<file path="src/design/amcs_map.svh">
/*
  register numbers, field widths, reset values and limits for the per-axis
  motion and chopper settings block.
  assumes: included by the package and the design module; no other use.
*/
`ifndef AMCS_MAP_SVH
`define AMCS_MAP_SVH

`define AMCS_REG_RAMP_MODE     8'h8a
`define AMCS_REG_USTEP_RES     8'h8c
`define AMCS_REG_SOFT_STOP     8'h95
`define AMCS_REG_SW_PWRDN      8'h96
`define AMCS_REG_ACC_EXP       8'h99
`define AMCS_REG_VEL_EXP       8'h9a
`define AMCS_REG_INTERP        8'ha0
`define AMCS_REG_DBL_STEP      8'ha1
`define AMCS_REG_BLANK         8'ha2
`define AMCS_REG_CHOP_SEL      8'ha3
`define AMCS_REG_FD_CMP_OFF    8'ha4
`define AMCS_REG_HEND_TFD      8'ha5
`define AMCS_REG_HSTRT_OFS     8'ha6

`define AMCS_MAX_RAMP_MODE     2'h2
`define AMCS_MAX_USTEP         4'h8
`define AMCS_MAX_EXP           4'hd
`define AMCS_MAX_HSTRT         4'h8
`define AMCS_USTEP_16          4'h4

`define AMCS_RST_RAMP_MODE     2'h0
`define AMCS_RST_USTEP         4'h8
`define AMCS_RST_EXP           4'h0
`define AMCS_RST_BLANK         2'h0
`define AMCS_RST_NIB           4'h0

`endif

</file>
<file path="src/design/amcs_pkg.sv">
/*
  types for the per-axis motion and chopper settings block.
  assumes: amcs_map.svh in the include path.
*/
`include "amcs_map.svh"

package amcs_pkg;

  typedef enum logic [1:0] {
    AMCS_RAMP_POSITION,
    AMCS_RAMP_SOFT,
    AMCS_RAMP_VELOCITY,
    AMCS_RAMP_RSVD
  } amcs_ramp_t;

  typedef enum logic [2:0] {
    AMCS_CMD_NONE,
    AMCS_CMD_ROTATE_RIGHT,
    AMCS_CMD_ROTATE_LEFT,
    AMCS_CMD_MOTOR_HALT,
    AMCS_CMD_MOVE_TO_TARGET
  } amcs_cmd_t;

  typedef enum logic {
    AMCS_CHOP_HYSTERESIS,
    AMCS_CHOP_CONST_OFF
  } amcs_chop_t;

  // parameter access from the host
  typedef struct packed {
    logic       wr;
    logic       rd;
    logic [7:0] num;
    logic [7:0] wdata;
  } amcs_req_t;

  typedef struct packed {
    logic       ack;
    logic       err;
    logic [7:0] rdata;
  } amcs_rsp_t;

  // settings presented to the ramp generator
  typedef struct packed {
    amcs_ramp_t ramp_mode;
    logic       linear_decel;
    logic       exp_decel;
    logic       run_continuous;
    logic       pos_tracking;
    logic [3:0] acc_exp;
    logic [3:0] vel_exp;
    logic       sw_stop_soft;
    logic       sw_stop_standby;
  } amcs_ramp_cfg_t;

  // settings presented to the step sequencer and chopper
  typedef struct packed {
    logic [3:0] ustep_res;
    logic [8:0] ustep_per_full;
    logic [8:0] sub_steps;
    logic [1:0] blank_sel;
    amcs_chop_t chop_mode;
    logic       fd_cmp_off;
    logic [3:0] hyst_end;
    logic [3:0] hyst_start;
    logic [3:0] fd_time;
    logic [3:0] sine_offset;
  } amcs_drv_cfg_t;

endpackage

</file>
<file path="src/design/amcs_settings.sv">
/*
  per-axis settings store for a stepper motion controller and chopper
  driver: parameter read/write by number, ramp mode tracking of motion
  commands, decoded configuration for the ramp generator and chopper,
  and the switch-stop action.
  assumes: host requests synchronous to clk_sys; motion commands arrive as
  one-cycle strobes; the ramp generator consumes ramp_cfg, stop_hard and stop_soft.
*/
// Summary of operation
// - motion commands rewrite ramp mode automatically
// - mode 0: position tracking, trapezoidal ramps
// - mode 2: continuous run, ramp at acceleration
// - mode 1: exponential speed decrease
// - resolution codes 0..8, full to 256
// - switch stop hard or soft per flag
// - switch stop keeps run or standby current
// - acceleration exponent 0..13, power-of-two scale
// - velocity exponent 0..13, power-of-two scale
// - interpolation at 16 microsteps gives 1/256
// - double step executes each microstep twice
// - blank time 0..3 masks comparator
// - chopper mode: 0 hysteresis, 1 constant-off
// - constant-off: comparator cannot end fast decay
// - 165 holds hysteresis end or decay time
// - 166 holds hysteresis start or sine offset
`include "amcs_map.svh"

module amcs_settings (
  input  wire logic                    clk_sys,
  input  wire logic                    sys_rst,
  input  wire amcs_pkg::amcs_req_t     host_req,
  output      amcs_pkg::amcs_rsp_t     host_rsp,
  input  wire amcs_pkg::amcs_cmd_t     motion_cmd,
  input  wire logic                    end_switch_hit,
  output      amcs_pkg::amcs_ramp_cfg_t ramp_cfg,
  output      amcs_pkg::amcs_drv_cfg_t  drv_cfg,
  output      logic                    stop_hard,
  output      logic                    stop_soft,
  output      logic                    standby_current
);
  import amcs_pkg::*;

  amcs_ramp_t ramp_mode_r;
  logic [3:0] ustep_r;
  logic       soft_stop_r;
  logic       sw_pwrdn_r;
  logic [3:0] acc_exp_r;
  logic [3:0] vel_exp_r;
  logic       interp_r;
  logic       dbl_step_r;
  logic [1:0] blank_r;
  amcs_chop_t chop_r;
  logic       fd_cmp_off_r;
  logic [3:0] hend_r;
  logic [3:0] hstrt_r;
  logic       switch_stopped_r;
  amcs_rsp_t  rsp_r;

  // range check per parameter number; also serves as the address decode
  function automatic logic [1:0] amcs_check(input logic [7:0] num, input logic [7:0] v);
    logic [1:0] res;
    res = 2'h0; // {mapped, in_range}
    case (num)
      `AMCS_REG_RAMP_MODE:  res = {1'b1, v <= {6'h00, `AMCS_MAX_RAMP_MODE}};
      `AMCS_REG_USTEP_RES:  res = {1'b1, v <= {4'h0, `AMCS_MAX_USTEP}};
      `AMCS_REG_SOFT_STOP,
      `AMCS_REG_SW_PWRDN,
      `AMCS_REG_INTERP,
      `AMCS_REG_DBL_STEP,
      `AMCS_REG_CHOP_SEL,
      `AMCS_REG_FD_CMP_OFF: res = {1'b1, v <= 8'h01};
      `AMCS_REG_ACC_EXP,
      `AMCS_REG_VEL_EXP:    res = {1'b1, v <= {4'h0, `AMCS_MAX_EXP}};
      `AMCS_REG_BLANK:      res = {1'b1, v <= 8'h03};
      `AMCS_REG_HEND_TFD:   res = {1'b1, v <= 8'h0f};
      `AMCS_REG_HSTRT_OFS:  res = {1'b1, v <= {4'h0, `AMCS_MAX_HSTRT}};
      default:              res = 2'h0;
    endcase
    return res;
  endfunction

  logic [1:0] wr_chk;
  logic [1:0] rd_chk;
  logic       wr_ok;
  assign wr_chk = amcs_check(host_req.num, host_req.wdata);
  // reads need only the mapped bit; the value argument is a don't-care
  assign rd_chk = amcs_check(host_req.num, 8'h00);
  assign wr_ok  = host_req.wr && wr_chk == 2'h3;

  function automatic logic wr_hit(input logic ok, input logic [7:0] num, input logic [7:0] reg_num);
    return ok && num == reg_num;
  endfunction

  // motion command wins over a same-cycle host write; it is the newer intent
  always_ff @(posedge clk_sys) begin
    if (sys_rst) begin
      ramp_mode_r <= AMCS_RAMP_POSITION;
    end else begin
      case (motion_cmd)
        AMCS_CMD_ROTATE_RIGHT,
        AMCS_CMD_ROTATE_LEFT,
        AMCS_CMD_MOTOR_HALT:     ramp_mode_r <= AMCS_RAMP_VELOCITY;
        AMCS_CMD_MOVE_TO_TARGET: ramp_mode_r <= AMCS_RAMP_POSITION;
        default: begin
          if (wr_hit(wr_ok, host_req.num, `AMCS_REG_RAMP_MODE)) begin
            ramp_mode_r <= amcs_ramp_t'(host_req.wdata[1:0]);
          end
        end
      endcase
    end
  end

  always_ff @(posedge clk_sys) begin
    if (sys_rst) begin
      ustep_r      <= `AMCS_RST_USTEP;
      soft_stop_r  <= 1'b0;
      sw_pwrdn_r   <= 1'b0;
      acc_exp_r    <= `AMCS_RST_EXP;
      vel_exp_r    <= `AMCS_RST_EXP;
      interp_r     <= 1'b0;
      dbl_step_r   <= 1'b0;
      blank_r      <= `AMCS_RST_BLANK;
      chop_r       <= AMCS_CHOP_HYSTERESIS;
      fd_cmp_off_r <= 1'b0;
      hend_r       <= `AMCS_RST_NIB;
      hstrt_r      <= `AMCS_RST_NIB;
    end else if (wr_ok) begin
      case (host_req.num)
        `AMCS_REG_USTEP_RES:  ustep_r      <= host_req.wdata[3:0];
        `AMCS_REG_SOFT_STOP:  soft_stop_r  <= host_req.wdata[0];
        `AMCS_REG_SW_PWRDN:   sw_pwrdn_r   <= host_req.wdata[0];
        `AMCS_REG_ACC_EXP:    acc_exp_r    <= host_req.wdata[3:0];
        `AMCS_REG_VEL_EXP:    vel_exp_r    <= host_req.wdata[3:0];
        `AMCS_REG_INTERP:     interp_r     <= host_req.wdata[0];
        `AMCS_REG_DBL_STEP:   dbl_step_r   <= host_req.wdata[0];
        `AMCS_REG_BLANK:      blank_r      <= host_req.wdata[1:0];
        `AMCS_REG_CHOP_SEL:   chop_r       <= amcs_chop_t'(host_req.wdata[0]);
        `AMCS_REG_FD_CMP_OFF: fd_cmp_off_r <= host_req.wdata[0];
        `AMCS_REG_HEND_TFD:   hend_r       <= host_req.wdata[3:0];
        `AMCS_REG_HSTRT_OFS:  hstrt_r      <= host_req.wdata[3:0];
        default: ;
      endcase
    end
  end

  // read and write both answer next cycle; err flags unmapped or refused
  always_ff @(posedge clk_sys) begin
    if (sys_rst) begin
      rsp_r <= '0;
    end else begin
      rsp_r.ack <= host_req.wr || host_req.rd;
      rsp_r.err <= (host_req.wr && !wr_ok) ||
                   (host_req.rd && !host_req.wr && !rd_chk[1]);
      if (host_req.rd && !host_req.wr) begin
        case (host_req.num)
          `AMCS_REG_RAMP_MODE:  rsp_r.rdata <= {6'h00, ramp_mode_r};
          `AMCS_REG_USTEP_RES:  rsp_r.rdata <= {4'h0, ustep_r};
          `AMCS_REG_SOFT_STOP:  rsp_r.rdata <= {7'h00, soft_stop_r};
          `AMCS_REG_SW_PWRDN:   rsp_r.rdata <= {7'h00, sw_pwrdn_r};
          `AMCS_REG_ACC_EXP:    rsp_r.rdata <= {4'h0, acc_exp_r};
          `AMCS_REG_VEL_EXP:    rsp_r.rdata <= {4'h0, vel_exp_r};
          `AMCS_REG_INTERP:     rsp_r.rdata <= {7'h00, interp_r};
          `AMCS_REG_DBL_STEP:   rsp_r.rdata <= {7'h00, dbl_step_r};
          `AMCS_REG_BLANK:      rsp_r.rdata <= {6'h00, blank_r};
          `AMCS_REG_CHOP_SEL:   rsp_r.rdata <= {7'h00, chop_r};
          `AMCS_REG_FD_CMP_OFF: rsp_r.rdata <= {7'h00, fd_cmp_off_r};
          `AMCS_REG_HEND_TFD:   rsp_r.rdata <= {4'h0, hend_r};
          `AMCS_REG_HSTRT_OFS:  rsp_r.rdata <= {4'h0, hstrt_r};
          default:              rsp_r.rdata <= 8'h00;
        endcase
      end else begin
        rsp_r.rdata <= 8'h00;
      end
    end
  end
  assign host_rsp = rsp_r;

  // switch-stop latch; cleared when a new motion command restarts the axis
  always_ff @(posedge clk_sys) begin
    if (sys_rst) begin
      switch_stopped_r <= 1'b0;
    end else if (end_switch_hit) begin
      switch_stopped_r <= 1'b1;
    end else if (motion_cmd != AMCS_CMD_NONE) begin
      switch_stopped_r <= 1'b0;
    end
  end

  assign stop_hard       = end_switch_hit && !soft_stop_r;
  assign stop_soft       = end_switch_hit && soft_stop_r;
  assign standby_current = switch_stopped_r && sw_pwrdn_r;

  always_comb begin
    ramp_cfg.ramp_mode       = ramp_mode_r;
    ramp_cfg.pos_tracking    = ramp_mode_r == AMCS_RAMP_POSITION;
    ramp_cfg.linear_decel    = ramp_mode_r != AMCS_RAMP_SOFT;
    ramp_cfg.exp_decel       = ramp_mode_r == AMCS_RAMP_SOFT;
    ramp_cfg.run_continuous  = ramp_mode_r == AMCS_RAMP_VELOCITY;
    ramp_cfg.acc_exp         = acc_exp_r;
    ramp_cfg.vel_exp         = vel_exp_r;
    ramp_cfg.sw_stop_soft    = soft_stop_r;
    ramp_cfg.sw_stop_standby = sw_pwrdn_r;
  end

  // interpolation only meaningful at 16 microsteps; elsewhere one sub-step
  logic       interp_act;
  logic [8:0] sub_base;
  assign interp_act = interp_r && ustep_r == `AMCS_USTEP_16;
  assign sub_base   = interp_act ? 9'h010 : 9'h001;

  always_comb begin
    drv_cfg.ustep_res      = ustep_r;
    drv_cfg.ustep_per_full = 9'h001 << ustep_r;
    drv_cfg.sub_steps      = dbl_step_r ? {sub_base[7:0], 1'b0} : sub_base;
    drv_cfg.blank_sel      = blank_r;
    drv_cfg.chop_mode      = chop_r;
    drv_cfg.fd_cmp_off     = (chop_r == AMCS_CHOP_CONST_OFF) && fd_cmp_off_r;
    drv_cfg.hyst_end       = (chop_r == AMCS_CHOP_HYSTERESIS) ? hend_r : 4'h0;
    drv_cfg.fd_time        = (chop_r == AMCS_CHOP_CONST_OFF) ? hend_r : 4'h0;
    drv_cfg.hyst_start     = (chop_r == AMCS_CHOP_HYSTERESIS) ? hstrt_r : 4'h0;
    drv_cfg.sine_offset    = (chop_r == AMCS_CHOP_CONST_OFF) ? hstrt_r : 4'h0;
  end

  // exponent, blank and chopper write checks compare against the value offered one cycle earlier
  a_cmd_sets_mode: assert property (@(posedge clk_sys) disable iff (sys_rst)
    motion_cmd == AMCS_CMD_MOVE_TO_TARGET |=> ramp_mode_r == AMCS_RAMP_POSITION)
    else $error("move command did not select position mode");
  a_rotate_velocity: assert property (@(posedge clk_sys) disable iff (sys_rst)
    motion_cmd inside {AMCS_CMD_ROTATE_RIGHT, AMCS_CMD_ROTATE_LEFT, AMCS_CMD_MOTOR_HALT}
    |=> ramp_cfg.run_continuous)
    else $error("rotate or halt did not select velocity mode");
  a_move_trapezoid: assert property (@(posedge clk_sys) disable iff (sys_rst)
    motion_cmd == AMCS_CMD_MOVE_TO_TARGET
    |=> ramp_cfg.pos_tracking && ramp_cfg.linear_decel && !ramp_cfg.run_continuous)
    else $error("position mode not tracking with linear ramps");
  a_soft_exp: assert property (@(posedge clk_sys) disable iff (sys_rst)
    wr_ok && host_req.num == `AMCS_REG_RAMP_MODE && host_req.wdata == 8'h01 &&
    motion_cmd == AMCS_CMD_NONE |=> ramp_cfg.exp_decel && !ramp_cfg.linear_decel)
    else $error("soft mode deceleration shape wrong");
  a_ustep_range: assert property (@(posedge clk_sys) disable iff (sys_rst)
    ustep_r <= `AMCS_MAX_USTEP)
    else $error("resolution out of range");
  a_ustep_decode: assert property (@(posedge clk_sys) disable iff (sys_rst)
    wr_ok && host_req.num == `AMCS_REG_USTEP_RES && host_req.wdata == 8'h08
    |=> drv_cfg.ustep_per_full == 9'h100)
    else $error("finest resolution not decoded");
  a_exp_range: assert property (@(posedge clk_sys) disable iff (sys_rst)
    acc_exp_r <= `AMCS_MAX_EXP && vel_exp_r <= `AMCS_MAX_EXP)
    else $error("scale exponent out of range");
  a_acc_write: assert property (@(posedge clk_sys) disable iff (sys_rst)
    wr_ok && host_req.num == `AMCS_REG_ACC_EXP
    |=> {4'h0, ramp_cfg.acc_exp} == $past(host_req.wdata))
    else $error("acceleration exponent not stored");
  a_vel_write: assert property (@(posedge clk_sys) disable iff (sys_rst)
    wr_ok && host_req.num == `AMCS_REG_VEL_EXP
    |=> {4'h0, ramp_cfg.vel_exp} == $past(host_req.wdata))
    else $error("velocity exponent not stored");
  a_reject_keeps: assert property (@(posedge clk_sys) disable iff (sys_rst)
    host_req.wr && host_req.num == `AMCS_REG_VEL_EXP && host_req.wdata > {4'h0, `AMCS_MAX_EXP}
    |=> $stable(vel_exp_r) && host_rsp.err)
    else $error("out of range write altered setting");
  a_acc_reject: assert property (@(posedge clk_sys) disable iff (sys_rst)
    host_req.wr && host_req.num == `AMCS_REG_ACC_EXP && host_req.wdata > {4'h0, `AMCS_MAX_EXP}
    |=> $stable(acc_exp_r) && host_rsp.err)
    else $error("out of range acceleration write altered setting");
  a_mode_reject: assert property (@(posedge clk_sys) disable iff (sys_rst)
    host_req.wr && host_req.num == `AMCS_REG_RAMP_MODE &&
    host_req.wdata > {6'h00, `AMCS_MAX_RAMP_MODE} && motion_cmd == AMCS_CMD_NONE
    |=> $stable(ramp_mode_r) && host_rsp.err)
    else $error("refused mode write altered setting");
  a_ack_follows: assert property (@(posedge clk_sys) disable iff (sys_rst)
    host_req.wr || host_req.rd |=> host_rsp.ack)
    else $error("request not acknowledged");
  a_ack_single: assert property (@(posedge clk_sys) disable iff (sys_rst)
    !host_req.wr && !host_req.rd |=> !host_rsp.ack && !host_rsp.err)
    else $error("answer without request");
  a_stop_kind: assert property (@(posedge clk_sys) disable iff (sys_rst)
    end_switch_hit |-> (stop_soft == soft_stop_r) && (stop_hard != soft_stop_r))
    else $error("switch stop type wrong");
  a_standby_cur: assert property (@(posedge clk_sys) disable iff (sys_rst)
    end_switch_hit && motion_cmd == AMCS_CMD_NONE ##1 motion_cmd == AMCS_CMD_NONE
    |-> standby_current == sw_pwrdn_r)
    else $error("stopped current selection wrong");
  a_standby_clear: assert property (@(posedge clk_sys) disable iff (sys_rst)
    !end_switch_hit && motion_cmd != AMCS_CMD_NONE |=> !standby_current)
    else $error("standby current kept after restart");
  a_interp_gain: assert property (@(posedge clk_sys) disable iff (sys_rst)
    interp_r && ustep_r == `AMCS_USTEP_16 && !dbl_step_r |-> drv_cfg.sub_steps == 9'h010)
    else $error("interpolation not applied");
  a_interp_idle: assert property (@(posedge clk_sys) disable iff (sys_rst)
    ustep_r != `AMCS_USTEP_16 && !dbl_step_r |-> drv_cfg.sub_steps == 9'h001)
    else $error("interpolation applied at wrong resolution");
  a_double_step: assert property (@(posedge clk_sys) disable iff (sys_rst)
    dbl_step_r && !interp_r |-> drv_cfg.sub_steps == 9'h002)
    else $error("double step not applied");
  a_blank_write: assert property (@(posedge clk_sys) disable iff (sys_rst)
    wr_ok && host_req.num == `AMCS_REG_BLANK
    |=> {6'h00, drv_cfg.blank_sel} == $past(host_req.wdata))
    else $error("blank time not stored");
  a_chop_write: assert property (@(posedge clk_sys) disable iff (sys_rst)
    wr_ok && host_req.num == `AMCS_REG_CHOP_SEL
    |=> {7'h00, drv_cfg.chop_mode} == $past(host_req.wdata))
    else $error("chopper mode not stored");
  a_fd_cmp_mode: assert property (@(posedge clk_sys) disable iff (sys_rst)
    drv_cfg.fd_cmp_off |-> chop_r == AMCS_CHOP_CONST_OFF)
    else $error("fast decay comparator disable outside constant-off");
  a_hyst_route: assert property (@(posedge clk_sys) disable iff (sys_rst)
    chop_r == AMCS_CHOP_HYSTERESIS
    |-> drv_cfg.hyst_end == hend_r && drv_cfg.fd_time == 4'h0)
    else $error("hysteresis end routed wrongly");
  a_hstrt_route: assert property (@(posedge clk_sys) disable iff (sys_rst)
    chop_r == AMCS_CHOP_CONST_OFF
    |-> drv_cfg.sine_offset == hstrt_r && drv_cfg.hyst_start == 4'h0)
    else $error("sine offset routed wrongly");

endmodule

</file>
<file path="config.mk">
export PLATFORM = sky130hd
export DESIGN_NAME = amcs_settings
export DESIGN_NICKNAME = d
export VERILOG_FILES = /design/src/design/amcs_pkg.sv /design/src/design/amcs_settings.sv
export VERILOG_INCLUDE_DIRS = /design/src /design/src/design
export SDC_FILE = /design/constraint.sdc
export NUM_CORES = 1
export LEC_CHECK = 0
export BUFFER_PORTS_ARGS = -buffer_cell sky130_fd_sc_hd__buf_4
export CAP_MARGIN = 20
export CORE_MARGIN = 2
export CORE_UTILIZATION = 44
export DETAILED_ROUTE_END_ITERATION = 10
export GPL_TIMING_DRIVEN = 1
export PLACE_DENSITY = 0.77
export SETUP_SLACK_MARGIN = 0.2
export SYNTH_ARGS = -nofsm -noshare
export SYNTH_HDL_FRONTEND = slang
export SYNTH_SLANG_ARGS = --single-unit
</file>
<file path="constraint.sdc">
create_clock -name clk_sys -period 2.3 [get_ports clk_sys]
set_clock_uncertainty 0.15 [all_clocks]
set_input_delay 0.115 -clock clk_sys [delete_from_list [all_inputs] [get_ports clk_sys]]
set_output_delay 0.115 -clock clk_sys [all_outputs]
set_load 0.02 [all_outputs]
</file>
### After elaboration in Yosys (flattened, before gate mapping)

Cells that the tools add are included.
Widths: inputs -> output; s select.

* bits in registers: 41
* input bits: 24
* output and inout bits: 71
* word-level logic and storage cells: 98

* order comparisons: 6
* eq/ne operators: 22
* shifts and indexed selects: 1
* muxes and demuxes: 13
* bitwise gates (word level): 1
* reduce and logical (&&, ||, !) cells: 38

Operators with widths (number)
* $eq 8x8->1 const B: 13
* $pmux 4 s13: 1
* $le 8x4->1 const B: 3
* $reduce_and 2->1: 12
* $le 8x2->1 const B: 2
* $mux 4: 4
* $reduce_or 13->1: 1
* $pmux 2 s6: 1
* $logic_and 1x1->1: 10
* $shl 1x4->9 const A: 1
* $le 8x1->1 const B: 1
* $eq 3x2->1 const B: 2
* $mux 6: 1
* $reduce_bool 3->1: 2
* $reduce_or 2->1: 3
* $reduce_or 6->1: 1
* $mux 5: 1
* $eq 2x2->1 const B: 2
* $eq 4x3->1 const B: 1
* $logic_not 1->1: 4
* $mux 2: 2
* $pmux 2 s2: 1
* $eq 3x1->1 const B: 1
* $eq 3x3->1 const B: 1
* 8 further kinds: 10

### Longest topological paths before layout

* word-level depth: 8
* depth in mapped cells: 10
* gate-level depth less buffers: 7

### Worst setup path before layout

No wires, ideal clock.

* path type: in2reg
* start point: in host_req[4] in the netlist's numbering
* end point: reg ramp_mode_r[1]
* library setup time: 70 ps
* arrival time: 2235 ps
* data required time: 2080 ps
* path slack: -155 ps
* stages: 7
* cells stage by stage: or4_4 > or3_1 > a211o_1 > o221ai_2 > o2111a_2 > mux2_2 > o2bb2ai_1

* longest elaborated chain between the ends: 6
* elaborated cells on any way between the ends: 11

RTL lines
* start: declaration: RTL line amcs_settings.sv:31 `input wire amcs_pkg::amcs_req_t host_req,`
* $le 8x4->1, or another cell as far along: RTL line amcs_settings.sv:65, amcs_settings.sv:76
* $pmux 2 s6 *: RTL line amcs_settings.sv:63 `case (num)`
* $eq 2x2->1 *: RTL line amcs_settings.sv:88 `assign wr_ok = host_req.wr && wr_chk == 2'h3;`
* $logic_and 1x1->1 *: RTL line amcs_settings.sv:88
* $logic_and 1x1->1 *: RTL line amcs_settings.sv:91 `return ok && num == reg_num;`
* $reduce_bool 3->1 (no line) *
* end signal: assignment: RTL line amcs_settings.sv:106 `ramp_mode_r <= amcs_ramp_t'(host_req.wdata[1:0]);`
* end: declaration: RTL line amcs_settings.sv:43 `amcs_ramp_t ramp_mode_r;`

Mark *: on every way between the ends. The rest lies on a longest branch, timed or not.
A chain may end at the register's enable or synchronous reset.

### Final worst setup path

Same ends and word-level chain as after synthesis.

==> flow_metrics.tcl <==
set metrics [dict create \
    status "completed" \
    arrival_ns 2.36 \
    worstSetupStartpoint "host_req[4]" \
    cts.sinks 37 \
    drv_cap 0 \
    final_cell_mix "105 x buf_4, 46 x nor2_1, 37 x dfxtp_1" \
    clockBufferDepth 2 \
    grtUsageTotal_pct 23.7 \
    slowest_delay_ns 0.52 \
    worstMarginPinSlew_ns 0.651 \
    start_util_pct 45.7 \
    synthTopCellsByArea "dfxtp_1 32%, mux2i_1 13%, nor2_1 7.3%" \
    final.period_utilization_pct 99.3 \
    port-buffer-count 85 \
    core.rowCount 26 \
    h-tree-depth 2 \
    grt-ovfl-total 0 \
    place_inst 437 \
    first_global_vias 2329 \
    hold_path.class "in -> reg" \
    required_ns 2.38 \
    power.leakage_nw 1.55 \
    wire_per_inst_um 15.4 \
    synthArstFlopShare_pct 0 \
    syn_area_per_cell_um2 8.34 \
    cp-start-kind "input pin" \
    core_area_um2 5140 \
    cpMaxStageDelayCell "or4_4" \
    powerDensity_nw_per_um2 425 \
    fillers 460 \
    dp_slack_ns -0.346 \
    drt_first_pass_iters 4 \
    rsz0062_at_grt "yes" \
    finalSetupViolations 0 \
    synth.top_cell.area_share_pct 31.5 \
    diodes 0 \
    drive_above_1_share_pct 34.1 \
    slew_violations 0 \
    cts_tree "built" \
    max_freq_mhz 438 \
    vias_per_cell 5.41 \
    synthFlopType "dfxtp_1" \
    ios 95 \
    crit_chain "buf_6 -> or4_4 -> or3_1 -> a211o_1 -> o221ai_4 -> o2111a_2 -> mux2_4 -> o2bb2ai_2" \
    place.gp.congestion 0.913 \
    via_count 2440 \
    seq_area_frac_synth_pct 31.5 \
    antenna_found_initial 0 \
    slew-limit-headroom_pct 56.5 \
    synthToLayoutAreaGrowth_pct 42.4 \
    yosys.area.top_type "dfxtp_1" \
    clk_latency_ns 0.29 \
    synth.ff_latch_count 37 \
    fp.dieH_um 77.1 \
    drt_iter0_markers 157 \
    synthCells 282 \
    antenna_left 0 \
    layout_setup_ws_ns 0.0153 \
    ys_types 50 \
    drc_errors 0 \
    cp_max_fo 4 \
    cp-end-kind "register" \
    cts.clk_slew.worst_paths_ns 0.07 \
    final_common_cell "buf_4" \
    cts_buffers 5 \
    grt_pass1_wl_mm 11.4 \
    ir_worst_vdd_v 0.000350 \
    r2r-start "dbl_step_r" \
    layout_min_cycle_time_ns 2.28 \
    final_cells 451 \
    yosysWarnings 0 \
    timing.final.hold_violations 0 \
    worst_hold_startpoint "host_req[2]" \
    dp_hpwl_mm 5.10 \
    path_class "in -> reg" \
    grt_max_degree 36 \
    dieArea_um2 5940 \
    postRouteWirelength_mm 6.96 \
    root_buffer "clkbuf_8" \
    fp.dieW_um 77.1 \
    synth_edf_count 0 \
    syn_area_um2 2350 \
    fin_nets 404 \
]
[flip-flops by register name, summed over array words and instances (netlist names)]
name              flops
switch_stopped_r      1
acc_exp_r             4
ustep_r               4
hend_r                4
hstrt_r               4
host_rsp              6
blank_r               2
ramp_mode_r           2
fd_cmp_off_r          1
chop_r                1
vel_exp_r             4
dbl_step_r            1
sw_pwrdn_r            1
interp_r              1
soft_stop_r           1
[synthesized netlist by cell type (2+ instances only)]
cell type,instances
nor2_1,46
nand4bb_1,2
nor4_1,3
mux2_2,2
buf_4,12
nor4bb_1,3
or3_1,2
mux2i_1,30
nand3b_1,2
and2_1,16
clkbuf_1,14
nor2b_1,15
a22oi_1,8
a22o_1,2
o211ai_4,2
nand2b_1,10
a211o_1,2
dfxtp_1,37
o21ai_0,7
a31oi_1,4
nand3_1,3
inv_1,3
nor3_1,8
a21oi_1,7
nand2_1,8
o2111ai_1,6
a221oi_1,2
o22ai_1,2
o211ai_1,3
[cell type report]
type	instances	area, um^2	share of cell area (%)
Multi-Input combinational cell	221	1530	45.6
Timing Repair Buffer	112	866	25.9
Sequential cell	37	741	22.1
Tap cell	70	87.6	2.62
Clock buffer	7	86.3	2.58
Clock inverter	1	30.0	0.897
Inverter	3	11.3	0.336
[path summary, 6_finish.rpt]
kind                            to  slack [ns]  cells after the start
hold / removal           hend_r[2]       0.005                      3
setup / recovery    ramp_mode_r[1]        0.02                      8
hold reg to reg   switch_stopped_r        0.35                      2
setup reg to reg       host_rsp[0]        0.56                      7
[metrics by stage]
step	util [%]	instance area [um^2]	hold WS [ns]	power, mW	TNS (ns)
after CTS	65.0	3340	0.00702	1.43	0
after detailed placement	60.9	3130	0.185	0.836	-7.57
after global placement	60.9	3130	0.185	0.833	-5.48
after global routing	65.1	3350	0.0310	1.47	-0.190
final	65.1	3350	0.00504	1.42	0
after floorplan	-	2410	0.0827	0.768	-0.557
[worst max-delay path: cells and delay by family]
kind / cells / cell delay (ns)
buffers and inverters: 1 / 0.09
muxes: 1 / 0.32
AOI/OAI and AO/OA: 4 / 0.93
and+or+nand+nor: 2 / 0.91
[layer usage]
layer  vias to the layer above  part of all wire, %  global-route usage (%)
li1                       1194                    -                       -
met5                         -                    0                       0
met3                         9                  6.7                    4.00
met2                       101                   49                    41.6
met4                         0                  1.1                    6.79
met1                      1136                   43                    29.7
[kinds of logic (layout without fill, tap and decap cells)]
group                     after synthesis  count (layout)  share of synthesized area (%)
buffers and inverters                  32             123                           7.40
muxes                                  32              32                           13.7
xor gates and xnor gates                1               1                          0.373
DFF                                    37              37                           31.5
AOI/OAI and AO/OA                      55              55                           18.7
other                                   1               9                          0.160
and+or+nand+nor                       124             124                           28.2
[power by group]
group	internal, mW	leakage [nW]	switching (mW)	total (mW)
sequential	0.645	0.299	0.00387	0.649
clock	0.354	0.0585	0.238	0.592
combinational	0.0772	1.19	0.105	0.182
[timing repair]
| item | 4_1_cts | 5_1_grt |
|---|---|---|
| endpoints found under the setup margin | 31 | 33 |
| buffers inserted | 2 | 0 |
| resized for setup | 7 | 1 |
| endpoints found under the hold margin | 9 | 0 |
| cloned | 0 | 0 |
| hold buffers | 4 | 0 |
Note: power is estimated with default switching activity, not from simulation.
